## config.mk

```make
export PLATFORM = sky130hd
export DESIGN_NAME = lvr_ladder_ctrl
export DESIGN_NICKNAME = d
export VERILOG_FILES = /design/src/rtl/lvr_pkg.sv /design/src/rtl/lvr_tap_decode.sv /design/src/rtl/lvr_ladder_ctrl.sv
export SDC_FILE = /design/constraint.sdc
export NUM_CORES = 1
export LEC_CHECK = 0
export ABC_AREA = 1
export BUFFER_PORTS_ARGS = -buffer_cell sky130_fd_sc_hd__buf_2
export CAP_MARGIN = 0
export CORE_AREA = 5 5 63 65
export CTS_CLUSTER_SIZE = 30
export DETAILED_ROUTE_END_ITERATION = 10
export DIE_AREA = 0 0 68 70
export PLACE_DENSITY = 0.85
export SYNTH_ARGS = -nofsm -noshare
export SYNTH_HDL_FRONTEND = slang
export SYNTH_HIERARCHICAL = 1
export SYNTH_SLANG_ARGS = --single-unit
```

## constraint.sdc

```tcl
create_clock -name ref_clk -period 1.8 [get_ports ref_clk]
set_input_delay 0.09 -clock ref_clk [delete_from_list [all_inputs] [get_ports ref_clk]]
set_output_delay 0.09 -clock ref_clk [all_outputs]
set_load 0.01 [all_outputs]
```

## src/rtl/lvr_pkg.sv

```systemverilog
// package: register map, field layout and shared types of the ladder reference control
package lvr_pkg;
   localparam logic [7:0] LVR_ADDR_PORT_A_DIRECTION = 8'h85;
   localparam logic [7:0] LVR_ADDR_REFERENCE_CONTROL = 8'h9F;
   localparam logic [7:0] LVR_ADDR_COMPARATOR_CONTROL = 8'h1F;
   localparam logic [7:0] LVR_RESET_PORT_A_DIRECTION = 8'h1F;
   localparam logic [7:0] LVR_RESET_REFERENCE_CONTROL = 8'h00;
   localparam logic [7:0] LVR_RESET_COMPARATOR_CONTROL = 8'h00;
   localparam logic [7:0] LVR_MASK_PORT_A_DIRECTION = 8'h1F;
   localparam logic [7:0] LVR_MASK_REFERENCE_CONTROL = 8'hEF;
   localparam logic [7:0] LVR_MASK_COMPARATOR_CONTROL = 8'h0F;
   localparam int LVR_POS_POWER = 7;
   localparam int LVR_POS_PIN = 6;
   localparam int LVR_POS_RANGE = 5;
   localparam int LVR_POS_SHARED_PIN = 2;
   localparam logic [2:0] LVR_CMP_MODE_INTERNAL = 3'h2;
   localparam int LVR_TAPS = 16;
   localparam int LVR_LOW_DIV = 24;
   localparam int LVR_HIGH_DIV = 32;
   localparam int LVR_HIGH_BASE = 8;

   typedef struct packed {
      logic [7:0] addr;
      logic [7:0] wdata;
      logic wr;
      logic rd;
   } lvr_bus_req_type;

   typedef struct packed {
      logic power_on;
      logic pin_route;
      logic range_low;
      logic [15:0] tap_onehot;
      logic [5:0] level_num;
      logic [5:0] level_den;
      logic cmp_plus_internal;
   } lvr_analog_ctrl_type;
endpackage

```

## src/rtl/lvr_tap_decode.sv

```systemverilog
// one-hot tap select and output ratio for the ladder
`timescale 1ns/100ps
`default_nettype none
module lvr_tap_decode
   import lvr_pkg::*;
#(
   parameter int TAPS = LVR_TAPS
) (
   input wire logic enable,
   input wire logic range_low,
   input wire logic [3:0] tap_select,
   output logic [TAPS-1:0] tap_onehot,
   output logic [5:0] level_num,
   output logic [5:0] level_den
);
   // one-hot per tap, all low while the ladder is off
   genvar g;
   generate
      for (g = 0; g < TAPS; g++) begin : gen_tap
         assign tap_onehot[g] = enable && (tap_select == 4'(g)); // [RULE5] [RULE14]
      end
   endgenerate

   // low range: n/24; high range: (8+n)/32, i.e. 1/4 + n/32
   always_comb begin
      if (range_low) begin
         level_num = {2'h0, tap_select}; // [RULE6]
         level_den = 6'(LVR_LOW_DIV);
      end else begin
         level_num = 6'(LVR_HIGH_BASE) + {2'h0, tap_select}; // [RULE7]
         level_den = 6'(LVR_HIGH_DIV);
      end
   end
endmodule
`default_nettype wire

```

## src/rtl/lvr_ladder_ctrl.sv

```systemverilog
// top: register file and control of the ladder voltage reference
// Notes on behaviour
// RULE1 - top bit powers ladder on or off
// RULE2 - bit six routes reference to pin
// RULE3 - bit five one low, zero high range
// RULE4 - bit four ignores writes, reads zero
// RULE5 - low nibble selects one of sixteen taps
// RULE6 - low range output is n/24 supply
// RULE7 - high range is quarter plus n/32
// RULE8 - reset clears every reference control field
// RULE9 - sleep wake leaves control register unchanged
// RULE10 - software should power down before sleep
// RULE11 - pin driven only if input and enabled
// RULE12 - comparator writes never touch reference control
// RULE13 - comparator mode 010 routes reference inward
// RULE14 - powered down: no tap, no pin route
`timescale 1ns/100ps
`default_nettype none
module lvr_ladder_ctrl
   import lvr_pkg::*;
#(
   parameter int TAPS = LVR_TAPS
) (
   input wire logic ref_clk,
   input wire logic rst,
   input wire logic [7:0] reg_addr,
   input wire logic [7:0] reg_wdata,
   input wire logic reg_wr,
   input wire logic reg_rd,
   output logic [7:0] reg_rdata,
   input wire logic sleep_wake,
   output logic ladder_power_on,
   output logic ref_to_pin_enable,
   output logic range_low_select,
   output logic [3:0] tap_select,
   output logic [TAPS-1:0] tap_onehot,
   output logic [5:0] level_num,
   output logic [5:0] level_den,
   output logic shared_analog_pin_route,
   output logic shared_pin_direction,
   output logic comparator_plus_internal,
   output logic [2:0] comparator_mode_field
);
   typedef struct packed {
      logic [7:0] reference_control;
      logic [7:0] port_a_direction;
      logic [7:0] comparator_control;
      logic [7:0] rdata;
      logic route;
      logic cmp_internal;
   } lvr_state_type;

   typedef enum logic [1:0] {
      SEL_NONE,
      SEL_REFERENCE,
      SEL_DIRECTION,
      SEL_COMPARATOR
   } lvr_sel_type;

   lvr_state_type state;
   lvr_state_type next_state;
   lvr_bus_req_type req;
   lvr_sel_type sel;
   lvr_analog_ctrl_type ana;
   logic [TAPS-1:0] dec_onehot;
   logic [5:0] dec_num;
   logic [5:0] dec_den;

   assign req = '{addr: reg_addr, wdata: reg_wdata, wr: reg_wr, rd: reg_rd};

   // which mapped register an address hits; one decoder serves reads and writes alike
   function automatic lvr_sel_type decode_addr(input logic [7:0] a);
      lvr_sel_type k;
      k = SEL_NONE;
      if (a == LVR_ADDR_REFERENCE_CONTROL) begin
         k = SEL_REFERENCE;
      end else if (a == LVR_ADDR_PORT_A_DIRECTION) begin
         k = SEL_DIRECTION;
      end else if (a == LVR_ADDR_COMPARATOR_CONTROL) begin
         k = SEL_COMPARATOR;
      end
      return k;
   endfunction

   assign sel = decode_addr(req.addr);

   // read value of one mapped register, zero elsewhere
   function automatic logic [7:0] read_reg(input lvr_state_type s, input lvr_sel_type k);
      logic [7:0] v;
      v = 8'h00;
      if (k == SEL_REFERENCE) begin
         v = s.reference_control & LVR_MASK_REFERENCE_CONTROL; // [RULE4]
      end else if (k == SEL_DIRECTION) begin
         v = s.port_a_direction & LVR_MASK_PORT_A_DIRECTION;
      end else if (k == SEL_COMPARATOR) begin
         v = s.comparator_control & LVR_MASK_COMPARATOR_CONTROL;
      end
      return v;
   endfunction

   always_comb begin
      next_state = state;
      next_state.rdata = 8'h00;
      if (req.rd) begin
         next_state.rdata = read_reg(state, sel);
      end
      // sleep_wake is deliberately unused by the register path: a wake is
      // resumption, not a reset, so all fields hold their value
      if (req.wr) begin
         if (sel == SEL_REFERENCE) begin
            next_state.reference_control = req.wdata & LVR_MASK_REFERENCE_CONTROL; // [RULE4]
         end else if (sel == SEL_DIRECTION) begin
            next_state.port_a_direction = req.wdata & LVR_MASK_PORT_A_DIRECTION;
         end else if (sel == SEL_COMPARATOR) begin
            // comparator writes stay in their own register
            next_state.comparator_control = req.wdata & LVR_MASK_COMPARATOR_CONTROL; // [RULE12]
         end
      end
      // route to pin needs power, enable bit and the pin as input
      next_state.route = next_state.reference_control[LVR_POS_POWER] // [RULE14]
         && next_state.reference_control[LVR_POS_PIN] // [RULE2]
         && next_state.port_a_direction[LVR_POS_SHARED_PIN]; // [RULE11]
      next_state.cmp_internal = next_state.reference_control[LVR_POS_POWER]
         && (next_state.comparator_control[2:0] == LVR_CMP_MODE_INTERNAL); // [RULE13]
   end

   always_ff @(posedge ref_clk or posedge rst) begin
      if (rst) begin
         state.reference_control <= LVR_RESET_REFERENCE_CONTROL; // [RULE8]
         state.port_a_direction <= LVR_RESET_PORT_A_DIRECTION;
         state.comparator_control <= LVR_RESET_COMPARATOR_CONTROL;
         state.rdata <= 8'h00;
         state.route <= 1'b0;
         state.cmp_internal <= 1'b0;
      end else begin
         state <= next_state; // [RULE9]
      end
   end

   lvr_tap_decode #(
      .TAPS(TAPS)
   ) i_lvr_tap_decode (
      .enable(state.reference_control[LVR_POS_POWER]), // [RULE14]
      .range_low(state.reference_control[LVR_POS_RANGE]), // [RULE3]
      .tap_select(state.reference_control[3:0]),
      .tap_onehot(dec_onehot),
      .level_num(dec_num),
      .level_den(dec_den)
   );

   always_comb begin
      ana.power_on = state.reference_control[LVR_POS_POWER]; // [RULE1]
      ana.pin_route = state.route;
      ana.range_low = state.reference_control[LVR_POS_RANGE];
      ana.tap_onehot = dec_onehot;
      ana.level_num = dec_num;
      ana.level_den = dec_den;
      ana.cmp_plus_internal = state.cmp_internal;
   end

   assign reg_rdata = state.rdata;
   assign ladder_power_on = ana.power_on;
   assign ref_to_pin_enable = state.reference_control[LVR_POS_PIN];
   assign range_low_select = ana.range_low;
   assign tap_select = state.reference_control[3:0];
   assign tap_onehot = ana.tap_onehot;
   assign level_num = ana.level_num;
   assign level_den = ana.level_den;
   assign shared_analog_pin_route = ana.pin_route;
   assign shared_pin_direction = state.port_a_direction[LVR_POS_SHARED_PIN];
   assign comparator_plus_internal = ana.cmp_plus_internal;
   assign comparator_mode_field = state.comparator_control[2:0];
endmodule
`default_nettype wire

```

======== Word-level counts from Yosys, hierarchy flattened ========
Cells that the tools add are included.
storage, ports and cells
  bits in registers ....................... 26
  bits of input ports ..................... 21
  word-level logic and storage cells ...... 72
cells by class
  add/subtract/negate cells ............... 1
  equality and inequality tests ........... 22
  mux-type cells .......................... 15
  bitwise operators ....................... 2
  reductions and logical operators ........ 23
operators with widths
  kind                   number
  $eq A4 B4 Y1 const B   8
  $mux W24               1
  $mux W8                3
  $logic_and A1 B1 Y1    19
  $eq A4 B3 Y1 const B   4
  $eq A8 B8 Y1 const B   2
  $mux W13               1
  $mux W4                3
  $mux W6                2
  $mux W5                2
  $eq A4 B2 Y1 const B   2
  $eq A8 B5 Y1 const B   1
  $mux W2                3
  $add A4 B4 Y5 const A  1
  $eq A2 B2 Y1 const B   2
  $eq A4 B1 Y1 const B   1
  $logic_not A4 Y1       1
  $reduce_and A4 Y1      1
  $eq A3 B2 Y1 const B   1
  $reduce_and A3 Y1      1
  $eq A2 B1 Y1 const B   1
  $not A1 Y1             2
  $reduce_and A2 Y1      1

======== Logic depth before layout (Yosys ltp) ========
  depth in word-level cells ............... 11
  gate-level depth with buffers ........... 13
  depth with buffers taken out ............ 13

======== Cells and area by module ========
Netlist, hierarchy kept.
by module, submodules not included
  module           times used  cells an instance  area each (um2)
  lvr_ladder_ctrl  1           152                1348.8
  lvr_tap_decode   1           46                 221.5

======== Worst setup path after synthesis ========
OpenSTA, ideal clock, no wires.
  path kind ............................... input to register
  start point ............................. in reg_addr[6]
  end point ............................... reg state (netlist bit shared_analog_pin_route)
  arrival ................................. 1328 ps
  data required time ...................... 1683 ps
  setup slack ............................. 355 ps
  cell stages on the path ................. 10
  path buffers ............................ 1
  cell sequence ........................... nor2_1 -> nand3_1 -> o21ai_0 -> inv_1 -> ha_1 -> buf_6 -> nor2_8 -> nand2_4 -> o21ai_2 -> nor2_2
RTL lines
  element                 RTL line                source
  start: declaration      lvr_ladder_ctrl.sv:26   input wire logic [7:0] reg_addr,
  end signal: assignment  lvr_ladder_ctrl.sv:136  state <= next_state;
  end: declaration        lvr_ladder_ctrl.sv:60   lvr_state_type state;

======== Worst setup path after layout ========
  start point ............................. reg state (netlist bit tap_select[1])
  end point ............................... out tap_onehot[8]
between the ends
  cells in the longest elaborated chain, start to end .. 2
RTL lines
  element              RTL line               source
  $eq A4 B4 Y1         lvr_tap_decode.sv:20   assign tap_onehot[g] = enable && (tap_select == 4'(g));
  $logic_and A1 B1 Y1  lvr_tap_decode.sv:20
  end: declaration     lvr_ladder_ctrl.sv:36  output logic [TAPS-1:0] tap_onehot,
Every way passes these cells.

==> summary by stage <==
Logic synthesis
The number of synthesized register bits is 26. The share of the Yosys chip area taken by registers is 41.8%. The average size of a mapped cell is 7.93 um^2. The number of synthesis warnings is 6.

The area of the mapped netlist is 1570 um^2. Summed over all instances, the cell type with the most area after synthesis is sky130_fd_sc_hd__dfrtp_1. After synthesis, the share of flip-flops with an asynchronous set or reset is 100%. Ranked by total cell area, the synthesized netlist is headed by sky130_fd_sc_hd__dfrtp_1 (33%), sky130_fd_sc_hd__buf_4 (11%), sky130_fd_sc_hd__dfstp_2 (8.4%). The distinct cell type count after synthesis is 22. Of the post-synthesis cell area, the dominant cell type holds 33.5%. The post-synthesis instance total is 198. The number of synthesized flops with an enable pin is 0. For this run, the leading register cell type out of synthesis is sky130_fd_sc_hd__dfrtp_1.

Clock network
The clock transition time at the flip-flop clock pins of the worst setup and hold paths is 0.14 ns. The cell sitting at the root of the clock tree is a sky130_fd_sc_hd__clkbuf_4. TritonCTS built the clock tree. The number of H-tree levels is 1. Counting every sink on the clock net gives 26. The clock reaches the later pin of the worst-skew pair after 0.33 ns. The clock buffer count from CTS is 3. The post-CTS setup buffer count is 0. The clock tree buffer depth is 2.

Floorplanning
The core area is 3280 um^2. The width of the die is 68 um. The starting density of the core is 47.8%. The die covers 4760 um^2. For this design the top-level I/O count stands at 70. The site row count is 21. The die height is 70 um.

Power and ir drop
Internal power comes to 916 uW. Combinational logic is responsible for 14.9% of the overall power. The switching share of power is 25.3%. The worst-case IR drop observed on VDD is 0.000414 V.

In this run the power spent charging and discharging nets is 311 uW. Dividing total power by cell area gives a power density of 648 nW/um^2. The sequential group share of total power is 52.6%. Of the total power, the clock network draws 32.5%. The leakage dissipation is 1.06 nW.

Placement
Summed over all nets, the half-perimeter wirelength after detailed placement is 2.67 mm. The placed cell area is 1790 um^2. The number of buffer cells added on primary ports is 64.

Routability-driven placement finished with a final weighted congestion of 0.810.

Route
The number of vias per cell is 4.50. After the first detailed-routing iteration, the DRC count stood at 35. The routed length per placed instance is 10.8 um. The pre-antenna-repair detailed-routing pass consisted of 4 iterations. The routed wire length is 3.22 mm. The number of remaining DRC errors is 0.

The number of nets with antenna violations after detailed routing is 0. For this block, the via count after detailed routing is 1341.

Job
The number of maximum-capacitance violations is 0.

Final layout
After routing the design area is 1890 um^2. The antenna diode count is 0. The leading cell type in the layout, fill and taps excluded is sky130_fd_sc_hd__buf_2.

The share of layout cells above drive strength 1 is 36.9%. The area growth from synthesis to layout is 20.5%. The net count reported at finish is 278.

In the layout the commonest cells are sky130_fd_sc_hd__buf_2 (64), sky130_fd_sc_hd__nand2_1 (35), sky130_fd_sc_hd__nor2_1 (30), sky130_fd_sc_hd__inv_1 (26), sky130_fd_sc_hd__dfrtp_1 (21). Once layout is complete, the utilization of the core stands at 57.6%.

Timing
Based on the critical path, the design can be clocked at up to 0.702 GHz. The time the worst path needs with I/O delays and setup is 1.42 ns. The final worst clock skew is 0.00633 ns. Adding up every negative setup slack in the final design gives 0 ns.

The final-report hold violation count is 0. The final period utilization is 79.1%. Setup repair after global routing left no endpoint under its margin. The number of slew-limit violations in the final report is 0. Setup violations remaining at the end of the flow were counted as 0.

GRT
The via count of the first global-routing pass is 1254. The pin count of the biggest net entering global routing is 27. The first global-routing pass estimated 5.34 mm of wire. Summed over all layers, the global routing overflow is 0. The all-layer global routing usage is 14.3%. The initial antenna violation count came to 0.

Worst setup path
The largest driver fanout on the critical path is 10. For the worst setup path, the data required time is 1.71 ns. The worst setup path is captured at an output pin. The worst setup path is launched from a flop. The critical path is of the flop to output pin type. Data arrives at the worst endpoint at 1.33 ns. The slack of the worst reg-to-reg path is 0.79 ns.

Hold path
In this run the worst hold path is classified as input port to flop.

Run status
The run finished with clean final reports.
-- sequential cells by signal (all words and copies together) (netlist names) --
register and flops:
reg_rdata 8, state 5, tap_select 4, comparator_mode_field 3, comparator_plus_internal 1, ladder_power_on 1, range_low_select 1, ref_to_pin_enable 1
shared_analog_pin_route 1, shared_pin_direction 1
-- what timing repair did --
| item | CTS | global route |
|---|---|---|
| endpoints found under the hold margin | 24 | 1 |
| hold buffers | 4 | 1 |
| gates resized for setup | 0 | 0 |
-- layer usage --
layer,share of wire (%),track usage [%]
met5,0,0
met2,53,25.4
met4,0.90,4.19
met3,5.0,2.56
met1,41,16.9
-- worst max-delay path, cell delays in order (launching register included) --
cell and delay, ns:
sky130_fd_sc_hd__dfrtp_1 0.51, sky130_fd_sc_hd__nor2_2 0.16, sky130_fd_sc_hd__nand2_1 0.10, sky130_fd_sc_hd__nor2_1 0.10, sky130_fd_sc_hd__buf_2 0.13
-- synthesized netlist by cell type, types with 3 or more instances --
| master | number |
|---|---|
| sky130_fd_sc_hd__a21oi_1 | 9 |
| sky130_fd_sc_hd__buf_4 | 24 |
| sky130_fd_sc_hd__dfrtp_1 | 21 |
| sky130_fd_sc_hd__dfstp_2 | 5 |
| sky130_fd_sc_hd__ha_1 | 4 |
| sky130_fd_sc_hd__inv_1 | 26 |
| sky130_fd_sc_hd__nand2_1 | 35 |
| sky130_fd_sc_hd__nand2_2 | 4 |
| sky130_fd_sc_hd__nand3_1 | 9 |
| sky130_fd_sc_hd__nor2_1 | 30 |
| sky130_fd_sc_hd__nor2_2 | 3 |
| sky130_fd_sc_hd__o21ai_0 | 14 |
-- path summary, 6_finish.rpt --
path | startpoint | to | depth (start not counted)
min reg2reg | state[22]$_DFFE_PP1P_ | state[22]$_DFFE_PP1P_ | 2
min | reg_wdata[2] | shared_pin_direction$_DFF_PP1_ | 3
max | tap_select[1]$_DFFE_PP0P_ | tap_onehot[8] | 4
min in group asynchronous | rst | shared_analog_pin_route$_DFF_PP0_ | 4
max reg2reg | ladder_power_on$_DFF_PP0_ | comparator_plus_internal$_DFF_PP0_ | 4
max in group asynchronous | rst | shared_pin_direction$_DFF_PP1_ | 4
-- through the flow --
step | setup slack [ns] | cells | hold WS, ns | power [mW]
floorplan | 0.355 | 201 | 0.126 | 0.779
global placement | 0.180 | 289 | 0.152 | 0.827
detailed placement | 0.0884 | 289 | 0.149 | 0.834
CTS | 0.359 | 297 | 0.00927 | 1.24
global route | 0.229 | 298 | 0.00587 | 1.29
finish | 0.376 | 298 | 0.0242 | 1.23
-- cell families (layout without fill, tap and decap cells) --
logic type / count (synthesis) / after routing / synth area share, %
and+or+nand+nor: 88 / 88 / 26.6
buffers and inverters: 54 / 105 / 19.7
DFF: 26 / 26 / 41.8
AOI/OAI and AO/OA: 25 / 25 / 8.45
adders and majority gates: 4 / 4 / 3.19
other: 1 / 4 / 0.239
-- final cells by class --
type,instances,area [um^2]
multi-input combinational,121,616
fill,311,1390
clock inverter,1,30.0
sequential,26,657
tap,46,57.6
timing repair buffer,74,408
clock buffer,3,22.5
inverter,27,101
-- power by group through the flow --
stage          sequential (mW)  combinational (mW)  clock [mW]
2_1_floorplan            0.654               0.124           0
3_3_place_gp             0.655               0.172           0
3_5_place_dp             0.657               0.177           0
4_1_cts                  0.646               0.184       0.405
5_1_grt                  0.651               0.209       0.435
6_report                 0.645               0.183       0.398
(Power assumes the default switching activity.)
